==> config.mk <==
export PLATFORM = sky130hd
export DESIGN_NAME = ppec_regs
export DESIGN_NICKNAME = d
export VERILOG_FILES = /design/src/ppec_pkg.sv /design/src/ppec_sync.sv /design/src/ppec_regs.sv
export SDC_FILE = /design/constraint.sdc
export NUM_CORES = 1
export LEC_CHECK = 0
export BUFFER_PORTS_ARGS = -buffer_cell sky130_fd_sc_hd__buf_2
export CAP_MARGIN = 20
export CORE_ASPECT_RATIO = 1.25
export CORE_MARGIN = 3
export CORE_UTILIZATION = 45
export DETAILED_ROUTE_END_ITERATION = 16
export PLACE_DENSITY = 0.68
export SYNTH_ARGS = -nofsm -noshare
export SYNTH_HDL_FRONTEND = slang
export SYNTH_SLANG_ARGS = --single-unit
==> constraint.sdc <==
create_clock -name clock_in -period 3.4 [get_ports clock_in]
set_input_delay 0.85 -clock clock_in [delete_from_list [all_inputs] [get_ports clock_in]]
set_output_delay 0.85 -clock clock_in [all_outputs]
set_load 0.01 [all_outputs]
==> src/ppec_pkg.sv <==
package ppec_pkg;

  // port population: two copper ports, numbered from one in the address map
  localparam int unsigned PPEC_NUM_PORTS = 2;
  localparam logic [3:0] PPEC_FIRST_PORT = 4'h1;
  localparam int unsigned PPEC_REG_W = 16;
  localparam int unsigned PPEC_EVT_W = 8;

  // register indices; byte address is four times the index
  localparam int unsigned PPEC_BYTE_SHIFT = 2;
  localparam int unsigned PPEC_IDX_W = 16;
  localparam int unsigned PPEC_PORT_LSB = 12;
  localparam int unsigned PPEC_PORT_NUM_W = 4;
  localparam int unsigned PPEC_OFS_W = 12;
  localparam logic [11:0] PPEC_IDX_EVT = 12'h136;
  localparam logic [11:0] PPEC_IDX_XOVER = 12'h138;
  localparam logic [11:0] PPEC_IDX_SPECIAL = 12'h13C;
  localparam logic [11:0] PPEC_IDX_CTRL = 12'h13E;

  // field positions
  localparam int unsigned PPEC_EN_LSB = 8;
  localparam int unsigned PPEC_FLAG_LSB = 0;
  localparam int unsigned PPEC_XOVER_STRAIGHT_BIT = 7;
  localparam int unsigned PPEC_XOVER_AUTO_OFF_BIT = 6;
  localparam int unsigned PPEC_SPECIAL_SINGLE_IND_BIT = 9;
  localparam int unsigned PPEC_CTRL_JABBER_EN_BIT = 9;
  localparam int unsigned PPEC_CTRL_SPEED100_BIT = 5;
  localparam int unsigned PPEC_CTRL_SPEED10_BIT = 4;
  localparam int unsigned PPEC_CTRL_DUPLEX_BIT = 3;

  // reset values and writable masks
  localparam logic [15:0] PPEC_EVT_EN_RST = 16'h0000;
  localparam logic [15:0] PPEC_EVT_WMASK = 16'hFF00;
  localparam logic [15:0] PPEC_XOVER_RST = 16'h2400;
  localparam logic [15:0] PPEC_XOVER_WMASK = 16'hFFFF;
  localparam logic [15:0] PPEC_SPECIAL_RST = 16'hF800;
  localparam logic [15:0] PPEC_SPECIAL_WMASK = 16'hFFFF;
  localparam logic [15:0] PPEC_CTRL_RST = 16'h0300;
  localparam logic [15:0] PPEC_CTRL_WMASK = 16'hF382;
  localparam logic [15:0] PPEC_CTRL_RC_MASK = 16'h0002;

  // bus encodings
  localparam int unsigned PPEC_HTRANS_ACTIVE_BIT = 1;
  localparam logic [2:0] PPEC_HSIZE_WORD = 3'h2;
  localparam logic PPEC_HRESP_OKAY = 1'b0;

  // event flag order, msb first so jabber lands on bit 7
  typedef struct packed {
    logic jabber;
    logic rx_error;
    logic page_received;
    logic parallel_fault;
    logic partner_ack;
    logic link_down;
    logic remote_fault;
    logic link_up;
  } ppec_evt_s;

  // line-side status from one transceiver, asynchronous to the bus clock
  typedef struct packed {
    logic jabber;
    logic rx_error;
    logic page_received;
    logic parallel_fault;
    logic partner_ack;
    logic remote_fault;
    logic link_status;
    logic speed100;
    logic speed10;
    logic full_duplex;
  } ppec_line_s;

  // controls handed to one transceiver
  typedef struct packed {
    logic straight_sel;
    logic auto_xover_en;
    logic jabber_cnt_en;
    logic single_indicator_mode;
  } ppec_ctrl_s;

  typedef enum logic [2:0] {
    PPEC_SEL_NONE,
    PPEC_SEL_EVT,
    PPEC_SEL_XOVER,
    PPEC_SEL_SPECIAL,
    PPEC_SEL_CTRL
  } ppec_sel_e;

  typedef struct packed {
    logic hit;
    logic [3:0] port;
    ppec_sel_e sel;
  } ppec_dec_s;

endpackage : ppec_pkg

==> src/ppec_sync.sv <==
// two-stage synchroniser; the first stage feeds only the second
module ppec_sync #(
  parameter int unsigned WIDTH = 1
) (
  input wire logic clock_in,
  input wire logic rst_n_in,
  input wire logic ce_in,
  input wire logic [WIDTH-1:0] d_in,
  output logic [WIDTH-1:0] q_out
);

  logic [WIDTH-1:0] meta_q;

  // both stages freeze with the clock enable, as all other state does
  always_ff @(posedge clock_in or negedge rst_n_in) begin
    if (!rst_n_in) begin
      meta_q <= '0;
      q_out <= '0;
    end else if (ce_in) begin
      meta_q <= d_in;
      q_out <= meta_q;
    end
  end

endmodule : ppec_sync

==> src/ppec_regs.sv <==
// Operation
// - eight event enables, bits 15..8, reset zero
// - jabber sets bit 7, cleared by read
// - receive error sets bit 6, read clears
// - page received sets bit 5, read clears
// - parallel detect fault sets bit 4
// - partner acknowledge sets bit 3, read clears
// - link down sets bit 2, read clears
// - remote fault sets bit 1, read clears
// - link up sets bit 0, read clears
// - bit 7 forces straight/crossed when auto off
// - bit 6 disables automatic crossover, reset zero
// - control bit 9 enables jabber counter, reset one
// - speed and duplex status bits 5, 4, 3
module ppec_regs
  import ppec_pkg::*;
#(
  parameter int unsigned NUM_PORTS = ppec_pkg::PPEC_NUM_PORTS
) (
  input wire logic clock_in,
  input wire logic rst_n_in,
  input wire logic ce_in,
  input wire logic hsel_in,
  input wire logic [31:0] haddr_in,
  input wire logic [1:0] htrans_in,
  input wire logic hwrite_in,
  input wire logic [2:0] hsize_in,
  input wire logic [31:0] hwdata_in,
  input wire logic hready_in,
  output logic [31:0] hrdata_out,
  output logic hreadyout_out,
  output logic hresp_out,
  input wire ppec_pkg::ppec_line_s [NUM_PORTS-1:0] line_in,
  output ppec_pkg::ppec_ctrl_s [NUM_PORTS-1:0] ctrl_out,
  output logic [NUM_PORTS-1:0] irq_out
);

  import ppec_pkg::*;

  localparam int unsigned LINE_W = $bits(ppec_line_s);
  localparam logic [3:0] LAST_PORT = 4'(PPEC_FIRST_PORT + 4'(NUM_PORTS - 1));

  // address decode, shared by the read and the write paths
  function automatic ppec_dec_s ppec_decode(input logic [31:0] addr);
    ppec_dec_s dec;
    logic [15:0] idx;
    logic [3:0] pnum;
    logic [11:0] ofs;
    dec.hit = 1'b0;
    dec.port = '0;
    dec.sel = PPEC_SEL_NONE;
    idx = addr[PPEC_BYTE_SHIFT +: PPEC_IDX_W];
    pnum = idx[PPEC_PORT_LSB +: PPEC_PORT_NUM_W];
    ofs = idx[PPEC_OFS_W-1:0];
    if (addr[31:PPEC_BYTE_SHIFT+PPEC_IDX_W] != '0) begin
      dec.sel = PPEC_SEL_NONE;
    end else if (addr[PPEC_BYTE_SHIFT-1:0] != '0) begin
      dec.sel = PPEC_SEL_NONE;
    end else if (pnum < PPEC_FIRST_PORT || pnum > LAST_PORT) begin
      dec.sel = PPEC_SEL_NONE;
    end else if (ofs == PPEC_IDX_EVT) begin
      dec.sel = PPEC_SEL_EVT;
    end else if (ofs == PPEC_IDX_XOVER) begin
      dec.sel = PPEC_SEL_XOVER;
    end else if (ofs == PPEC_IDX_SPECIAL) begin
      dec.sel = PPEC_SEL_SPECIAL;
    end else if (ofs == PPEC_IDX_CTRL) begin
      dec.sel = PPEC_SEL_CTRL;
    end
    dec.hit = (dec.sel != PPEC_SEL_NONE);
    dec.port = 4'(pnum - PPEC_FIRST_PORT);
    return dec;
  endfunction : ppec_decode

  ppec_dec_s addr_dec;
  ppec_dec_s wr_dec_q;
  logic bus_acc;
  logic rd_take;
  logic wr_take;
  logic wr_pend_q;
  logic stall;
  logic [31:0] hrdata_q;
  logic [15:0] rd_value;
  ppec_line_s [NUM_PORTS-1:0] line_sync;
  ppec_line_s [NUM_PORTS-1:0] line_prev_q;
  logic [PPEC_REG_W-1:0] evt_en_q [NUM_PORTS];
  logic [PPEC_EVT_W-1:0] flag_q [NUM_PORTS];
  logic [PPEC_REG_W-1:0] xover_q [NUM_PORTS];
  logic [PPEC_REG_W-1:0] special_q [NUM_PORTS];
  logic [PPEC_REG_W-1:0] ctrl_q [NUM_PORTS];
  logic [PPEC_REG_W-1:0] ctrl_view [NUM_PORTS];
  ppec_ctrl_s [NUM_PORTS-1:0] ctrl_q_out;
  logic [NUM_PORTS-1:0] irq_q;

  // line status crosses from the transceiver clock before anything looks at it
  ppec_sync #(
    .WIDTH(NUM_PORTS * LINE_W)
  ) u_line_sync (
    .clock_in(clock_in),
    .rst_n_in(rst_n_in),
    .ce_in(ce_in),
    .d_in(line_in),
    .q_out(line_sync)
  );

  // a read landing on the data phase of a write waits one cycle so it sees the new value
  assign stall = wr_pend_q & hsel_in & htrans_in[PPEC_HTRANS_ACTIVE_BIT] & ~hwrite_in;
  assign hreadyout_out = ce_in & ~stall;
  assign hresp_out = PPEC_HRESP_OKAY;
  assign hrdata_out = hrdata_q;

  // address phase qualification
  assign addr_dec = ppec_decode(haddr_in);
  assign bus_acc = hsel_in & htrans_in[PPEC_HTRANS_ACTIVE_BIT] & hready_in & ce_in;
  assign rd_take = bus_acc & ~hwrite_in;
  assign wr_take = bus_acc & hwrite_in & addr_dec.hit & (hsize_in == PPEC_HSIZE_WORD);

  // write address is held for the data phase; the write commits on the next edge
  always_ff @(posedge clock_in or negedge rst_n_in) begin
    if (!rst_n_in) begin
      wr_pend_q <= 1'b0;
      wr_dec_q <= '0;
    end else if (ce_in) begin
      wr_pend_q <= wr_take;
      if (wr_take) begin
        wr_dec_q <= addr_dec;
      end
    end
  end

  // read data is captured at the address phase edge, unmapped reads return zero
  always_ff @(posedge clock_in or negedge rst_n_in) begin
    if (!rst_n_in) begin
      hrdata_q <= '0;
    end else if (ce_in && rd_take) begin
      hrdata_q <= {16'h0000, rd_value};
    end
  end

  // read mux over all ports
  always_comb begin
    rd_value = '0;
    for (int p = 0; p < NUM_PORTS; p++) begin
      if (addr_dec.hit && addr_dec.port == 4'(p)) begin
        if (addr_dec.sel == PPEC_SEL_EVT) begin
          rd_value = (evt_en_q[p] & PPEC_EVT_WMASK) | {8'h00, flag_q[p]};
        end else if (addr_dec.sel == PPEC_SEL_XOVER) begin
          rd_value = xover_q[p];
        end else if (addr_dec.sel == PPEC_SEL_SPECIAL) begin
          rd_value = special_q[p];
        end else if (addr_dec.sel == PPEC_SEL_CTRL) begin
          rd_value = ctrl_view[p];
        end
      end
    end
  end

  genvar gp;
  generate
    for (gp = 0; gp < NUM_PORTS; gp++) begin : g_port
      logic wr_here;
      logic rd_here;
      logic rd_evt;
      logic rd_ctrl;
      ppec_evt_s evt_set;
      logic [PPEC_EVT_W-1:0] flag_d;
      logic [PPEC_EVT_W-1:0] en_bits;

      assign wr_here = wr_pend_q & (wr_dec_q.port == 4'(gp));
      assign rd_here = rd_take & addr_dec.hit & (addr_dec.port == 4'(gp));
      assign rd_evt = rd_here & (addr_dec.sel == PPEC_SEL_EVT);
      assign rd_ctrl = rd_here & (addr_dec.sel == PPEC_SEL_CTRL);
      assign en_bits = evt_en_q[gp][PPEC_EN_LSB +: PPEC_EVT_W];

      // previous synchronised line state, for edge detection
      always_ff @(posedge clock_in or negedge rst_n_in) begin
        if (!rst_n_in) begin
          line_prev_q[gp] <= '0;
        end else if (ce_in) begin
          line_prev_q[gp] <= line_sync[gp];
        end
      end

      // each event is the rising edge of its line condition, jabber only while control bit 9 is set, except link down, which is the falling edge of link status
      always_comb begin
        evt_set.jabber = line_sync[gp].jabber & ~line_prev_q[gp].jabber
                         & ctrl_q[gp][PPEC_CTRL_JABBER_EN_BIT];
        evt_set.rx_error = line_sync[gp].rx_error & ~line_prev_q[gp].rx_error;
        evt_set.page_received = line_sync[gp].page_received & ~line_prev_q[gp].page_received;
        evt_set.parallel_fault = line_sync[gp].parallel_fault & ~line_prev_q[gp].parallel_fault;
        evt_set.partner_ack = line_sync[gp].partner_ack & ~line_prev_q[gp].partner_ack;
        evt_set.link_down = ~line_sync[gp].link_status & line_prev_q[gp].link_status;
        evt_set.remote_fault = line_sync[gp].remote_fault & ~line_prev_q[gp].remote_fault;
        evt_set.link_up = line_sync[gp].link_status & ~line_prev_q[gp].link_status;
      end

      // a new event in the same cycle as the clearing read still sets the flag
      assign flag_d = evt_set | (flag_q[gp] & ~{PPEC_EVT_W{rd_evt}});

      // event flags are set regardless of the enables, which only gate the request
      always_ff @(posedge clock_in or negedge rst_n_in) begin
        if (!rst_n_in) begin
          flag_q[gp] <= '0;
        end else if (ce_in) begin
          flag_q[gp] <= flag_d;
        end
      end

      // event enables, upper byte only is writable
      always_ff @(posedge clock_in or negedge rst_n_in) begin
        if (!rst_n_in) begin
          evt_en_q[gp] <= PPEC_EVT_EN_RST;
        end else if (ce_in && wr_here && wr_dec_q.sel == PPEC_SEL_EVT) begin
          evt_en_q[gp] <= hwdata_in[PPEC_REG_W-1:0] & PPEC_EVT_WMASK;
        end
      end

      // crossover register, reserved bits kept as written
      always_ff @(posedge clock_in or negedge rst_n_in) begin
        if (!rst_n_in) begin
          xover_q[gp] <= PPEC_XOVER_RST;
        end else if (ce_in && wr_here && wr_dec_q.sel == PPEC_SEL_XOVER) begin
          xover_q[gp] <= hwdata_in[PPEC_REG_W-1:0] & PPEC_XOVER_WMASK;
        end
      end

      // special register; the indicator bit is only ever what software puts there
      always_ff @(posedge clock_in or negedge rst_n_in) begin
        if (!rst_n_in) begin
          special_q[gp] <= PPEC_SPECIAL_RST;
        end else if (ce_in && wr_here && wr_dec_q.sel == PPEC_SEL_SPECIAL) begin
          special_q[gp] <= hwdata_in[PPEC_REG_W-1:0] & PPEC_SPECIAL_WMASK;
        end
      end

      // control register; bit 1 clears when read, and a write never meets a read here
      always_ff @(posedge clock_in or negedge rst_n_in) begin
        if (!rst_n_in) begin
          ctrl_q[gp] <= PPEC_CTRL_RST;
        end else if (ce_in) begin
          if (wr_here && wr_dec_q.sel == PPEC_SEL_CTRL) begin
            ctrl_q[gp] <= hwdata_in[PPEC_REG_W-1:0] & PPEC_CTRL_WMASK;
          end else if (rd_ctrl) begin
            ctrl_q[gp] <= ctrl_q[gp] & ~PPEC_CTRL_RC_MASK;
          end
        end
      end

      // stored bits merged with the live resolved speed and duplex
      always_comb begin
        ctrl_view[gp] = ctrl_q[gp] & PPEC_CTRL_WMASK;
        ctrl_view[gp][PPEC_CTRL_SPEED100_BIT] = line_sync[gp].speed100;
        ctrl_view[gp][PPEC_CTRL_SPEED10_BIT] = line_sync[gp].speed10;
        ctrl_view[gp][PPEC_CTRL_DUPLEX_BIT] = line_sync[gp].full_duplex;
      end

      // transceiver controls are registered so the outputs never glitch on a write
      always_ff @(posedge clock_in or negedge rst_n_in) begin
        if (!rst_n_in) begin
          ctrl_q_out[gp] <= '0;
        end else if (ce_in) begin
          ctrl_q_out[gp].auto_xover_en <= ~xover_q[gp][PPEC_XOVER_AUTO_OFF_BIT];
          ctrl_q_out[gp].straight_sel <= xover_q[gp][PPEC_XOVER_AUTO_OFF_BIT]
                                         & xover_q[gp][PPEC_XOVER_STRAIGHT_BIT];
          ctrl_q_out[gp].jabber_cnt_en <= ctrl_q[gp][PPEC_CTRL_JABBER_EN_BIT];
          ctrl_q_out[gp].single_indicator_mode <= special_q[gp][PPEC_SPECIAL_SINGLE_IND_BIT];
        end
      end

      // request follows the flags: it drops the cycle after the clearing read
      always_ff @(posedge clock_in or negedge rst_n_in) begin
        if (!rst_n_in) begin
          irq_q[gp] <= 1'b0;
        end else if (ce_in) begin
          irq_q[gp] <= |(flag_q[gp] & en_bits);
        end
      end
    end
  endgenerate

  assign ctrl_out = ctrl_q_out;
  assign irq_out = irq_q;

endmodule : ppec_regs

# Word level (Yosys, flattened, before mapping)
# Cells that the tools add are included.
[word_totals]
regBits = 216
in_bits = 95
output_inout_bits = 44
wordCells = 179
[classes]
n_addsub = 1
order_cmp = 2
n_eq_ne = 15
mux = 21
bitwise = 70
n_reduce_logical = 28
[op_table]
columns = ["cell", "count"]
rows = [
  ["2-to-1 mux 16 bit", 12],
  ["equality test 12 x 9 -> 1 bit (second input constant)", 4],
  ["AND 1 bit", 40],
  ["AND 8 bit", 4],
  ["OR 16 x 8 -> 16 bit", 2],
  ["2-to-1 mux 3 bit", 7],
  ["inverter 1 bit", 20],
  ["inverter 8 bit", 2],
  ["OR 8 bit", 2],
  ["OR reduction 8 bit", 2],
  ["equality test 3 x 2 -> 1 bit (second input constant)", 5],
  ["nonzero test 14 bit", 1],
  ["logical AND 1 bit", 13],
  ["AND reduction 2 bit", 5],
  ["equality test 4 x 1 -> 1 bit (second input constant)", 2],
  ["logical NOT 4 bit", 2],
  ["equality test 3 x 1 -> 1 bit (second input constant)", 2],
  ["equality test 3 bit (second input constant)", 2],
  ["nonzero test 2 bit", 3],
  ["> comparator 4 x 2 -> 1 bit (second input constant)", 1],
  ["< comparator 4 x 1 -> 1 bit (second input constant)", 1],
  ["2-to-1 mux 2 bit", 2],
  ["subtractor 4 x 1 -> 4 bit (second input constant)", 1],
  ["nonzero test 3 bit", 1],
  ["logical OR 1 bit", 1],
]

# Depth between registers and ports, before layout
[logic_depth]
word_depth = 19
mapped_depth = 9
ltp_nobuf = 7

# By module
# A second synthesis with hierarchy kept.
[hier_totals]
hier_cells = 785
hier_area_um2 = 9318.9
[by_module_without_submodules]
columns = ["module", "instances", "cells_per_inst", "area_each_um2", "seq_area_each_um2"]
rows = [
  ["ppec_regs", 1, 701, 7822.5, 4026.4],
  ["ppec_sync", 1, 84, 1496.4, 1001.0],
]

# Worst setup path after synthesis
# No wires, ideal clock.
[synth_timing]
path_type = "input -> output"
startpoint = "input ce_in"
endpoint = "output hreadyout_out"
arrival_time_ps = 1752
required_ps = 2550
setup_slack_ps = 798
cell_stages = 3
path_buffers = 2
path_cell_list = "clkbuf_1 > clkbuf_1 > a21boi_0"
[synth_via]
elab_chain_len = 1
[synth_lines]
columns = ["item", "line", "rtl"]
rows = [
  ["start, declared", "ppec_regs.sv:22", "input wire logic ce_in,"],
  ["AND 1 bit", "ppec_regs.sv:108", "assign hreadyout_out = ce_in & ~stall;"],
  ["end, declared", "ppec_regs.sv:31", "output logic hreadyout_out,"],
]
# Every way passes these cells.

==> impl_metrics.toml <==
[drt]
vias = 6385
drtPass1Iterations = 5
vias_per_cell = 5.611
drc = 0
ant_nets = 0
wirelength_mm = 22.69
wire_per_inst_um = 19.94
drt-initial-drc-count = 421

[critical_path]
cp_max_fo = 12
critical_path_required_ns = 3.72
reg2reg_depth = 4
r2r_slack_ns = 1.04
cp.arrival_ns = 3.02
critical_path_class = "in2reg"
r2r_start = "wr_dec_q[4]$_DFFE_PN0P_"
r2r_end = "special_q[9]$_DFFE_PN0P_"
start_kind = "input port"
endpoint_kind = "flop"

[synthesis]
synth_top_area_share_pct = 49.42
yosysWarnings = 0
syn_avg_cell_area_um2 = 12.17
synthArstFlopShare_pct = 100.0
synth_top_family_by_area = "multiplexers"
synth_top_cells_by_count = "dfrtp_1, mux2_2, nand2_1, o21ai_0, inv_1"
ys.flop_type = "dfrtp_1"
synth_seq_area_share_pct = 54.55
synth_cells = 757
synth_most_common_cell = "dfrtp_1"
synth-adder-area-share_pct = 0.5430
synth_top_area_cell = "dfrtp_1"
synth-edff-count = 0
synth-seq-cells = 200
synthesis.area_um2 = 9216
synth_compound_gate_area_share_pct = 12.23
synth-simple-area-share_pct = 8.974
synth_xor_area_share_pct = 0.09503
synthTopCellsByArea = "dfrtp_1, mux2_2, dfstp_2"
synth_mux_area_share_pct = 18.83
synth.distinct_cells = 66

[global_route]
gr-usage-all-layers_pct = 20.60
grt_pass1_vias = 6366
grt_antenna_before_repair = 0
grt-ovfl-total = 0
grt_start_max_net_pins = 91
grt_pass1_wl_mm = 35.75

[die]
core_area_um2 = 19760
fp.dieW_um = 134
io_pins = 139
rows = 57
die_h_um = 166.0
initial_core_util_pct = 46.65
die-area_um2 = 22240

[power_and_ir_drop]
intPower_mw = 3.867
seqPwrFrac_pct = 49.7
leakagePower_nw = 4.997
power_density_nw_per_um2 = 476.6
sw_frac_of_total_pct = 23.74
pwr-share-comb_pct = 7.3
switchingPower_mw = 1.204
irDropWorstVdd_uv = 337.8
clkPwrFrac_pct = 43.0

[cells_and_area]
postLayoutCellArea_um2 = 10640
diodes = 0
drive_above_1_share_pct = 39.06
synthToLayoutAreaGrowth_pct = 15.44
fin_nets = 959

[clock_network]
h-tree-depth = 4
path_clk_slew_ns = 0.07
cts_hold_buf = 0
cts_resized = 0
clk_path_buf_depth = 2
clock_sinks = 200
cts-buffers-inserted = 17
cts_setup_buffers = 0
cts.root.buffer_cell = "clkbuf_16"
insertion_delay_ns = 0.43
tritoncts = "built"

[sta]
drv_slew = 0
period_share_pct = 79.56
post-route-min-period_ns = 2.705
slew_headroom_pct = 36.64
tightest_slew_ns = 0.9504
fin_skew_ns = 0.008733
fmax_mhz = 369.7
layout_setup_ws_ns = 0.6948
hold_viol = 0
setup_violations = 0
rsz0062_at_grt = "false"
tns_ns = 0

[flow_run]
cap_violations = 0

[placement]
io_buffers = 104
dp_hpwl_mm = 15.45
preCtsSetupSlack_ns = 0.2705
postPlaceCellArea_um2 = 9997
routabilityCongestion = 0.8359

[hold_path]
hold_class = "in2async"

[run_status]
status = "finished clean"
-- state kept, by name, summed over array words and instances, names as in the netlist --
name / flops
irq_out: 2
u_line_sync.q_out: 20
xover_q: 32
line_prev_q: 14
u_line_sync.meta_q: 20
hrdata_out: 16
flag_q: 16
ctrl_q: 16
wr_dec_q: 7
wr_pend_q: 1
special_q: 32
ctrl_out: 8
evt_en_q: 16
-- cells in the final DEF, fill, tap and decap left out, types with 17 or more instances in the layout --
| master | n |
|---|---|
| nor2_1 | 27 |
| inv_1 | 35 |
| dfrtp_1 | 182 |
| clkbuf_16 | 17 |
| o21ai_0 | 47 |
| nand2_1 | 48 |
| buf_4 | 20 |
| dfstp_2 | 18 |
| and2_1 | 17 |
| buf_2 | 102 |
| mux2_2 | 147 |
| conb_1 | 17 |
-- layer usage --
metal  track usage [%]  wire length [um]  up-vias
met1             27.65              9567     3199
met4             6.040               465        0
met3             3.697              1502       35
li1                  -                 -     2932
met5                 0                 0        -
met2             34.31             11160      219
-- power groups by stage --
stage	clock [mW]	sequential [mW]	combinational [mW]
floorplan	0	2.54	0.224
finish	2.18	2.52	0.372
global route	2.32	2.53	0.416
global placement	0	2.56	0.367
CTS	2.21	2.52	0.376
detailed placement	0	2.56	0.373
-- worst max-delay path by stage --
stage	startpoint	to	slack, ns	cells past startpoint
after floorplan	ce_in	hreadyout_out	0.80	3
after global placement	haddr_in[4]	flag_q[8]$_DFFE_PN0P_	0.32	6
after detailed placement	haddr_in[14]	flag_q[14]$_DFFE_PN0P_	0.27	9
after CTS	haddr_in[14]	flag_q[14]$_DFFE_PN0P_	0.73	9
after global routing	haddr_in[14]	hrdata_out[13]$_DFFE_PN0P_	0.55	8
final	haddr_in[14]	flag_q[14]$_DFFE_PN0P_	0.69	9
-- kinds of logic after synthesis --
kind of cell,Yosys count
buffers and inverters,91
flip-flops,200
adder cells (fa/ha/maj),4
multiplexers,155
AO/OA/AOI/OAI,161
other,1
XOR/XNOR,1
AND/OR/NAND/NOR,144
-- worst max-delay path, cell delays in order --
cell	delay, ns
buf_2	0.12
inv_1	0.08
ha_1	0.26
nor4b_4	0.25
o2111ai_2	0.35
nor2_1	0.19
buf_4	0.21
nand3_1	0.35
a32o_1	0.36
-- metrics by stage --
stage	util, %	total power, mW	hold WS, ns	cells
5_1_grt	53.85	5.270	0.4003	1138
3_5_place_dp	50.60	2.937	0.4265	1106
2_1_floorplan	-	2.769	0.4157	773
6_report	53.85	5.071	0.3796	1138
3_3_place_gp	50.60	2.927	0.4217	1106
4_1_cts	53.85	5.106	0.3855	1138
-- cell type report --
class	count	area [um2]
clock inverter	15	216.5
tap	265	331.6
inverter	35	131.4
multi-input combinational	482	3812
sequential	200	5027
clock buffer	17	425.4
timing repair buffer	124	694.4
fill	1724	9116
(Power assumes the default switching activity.)
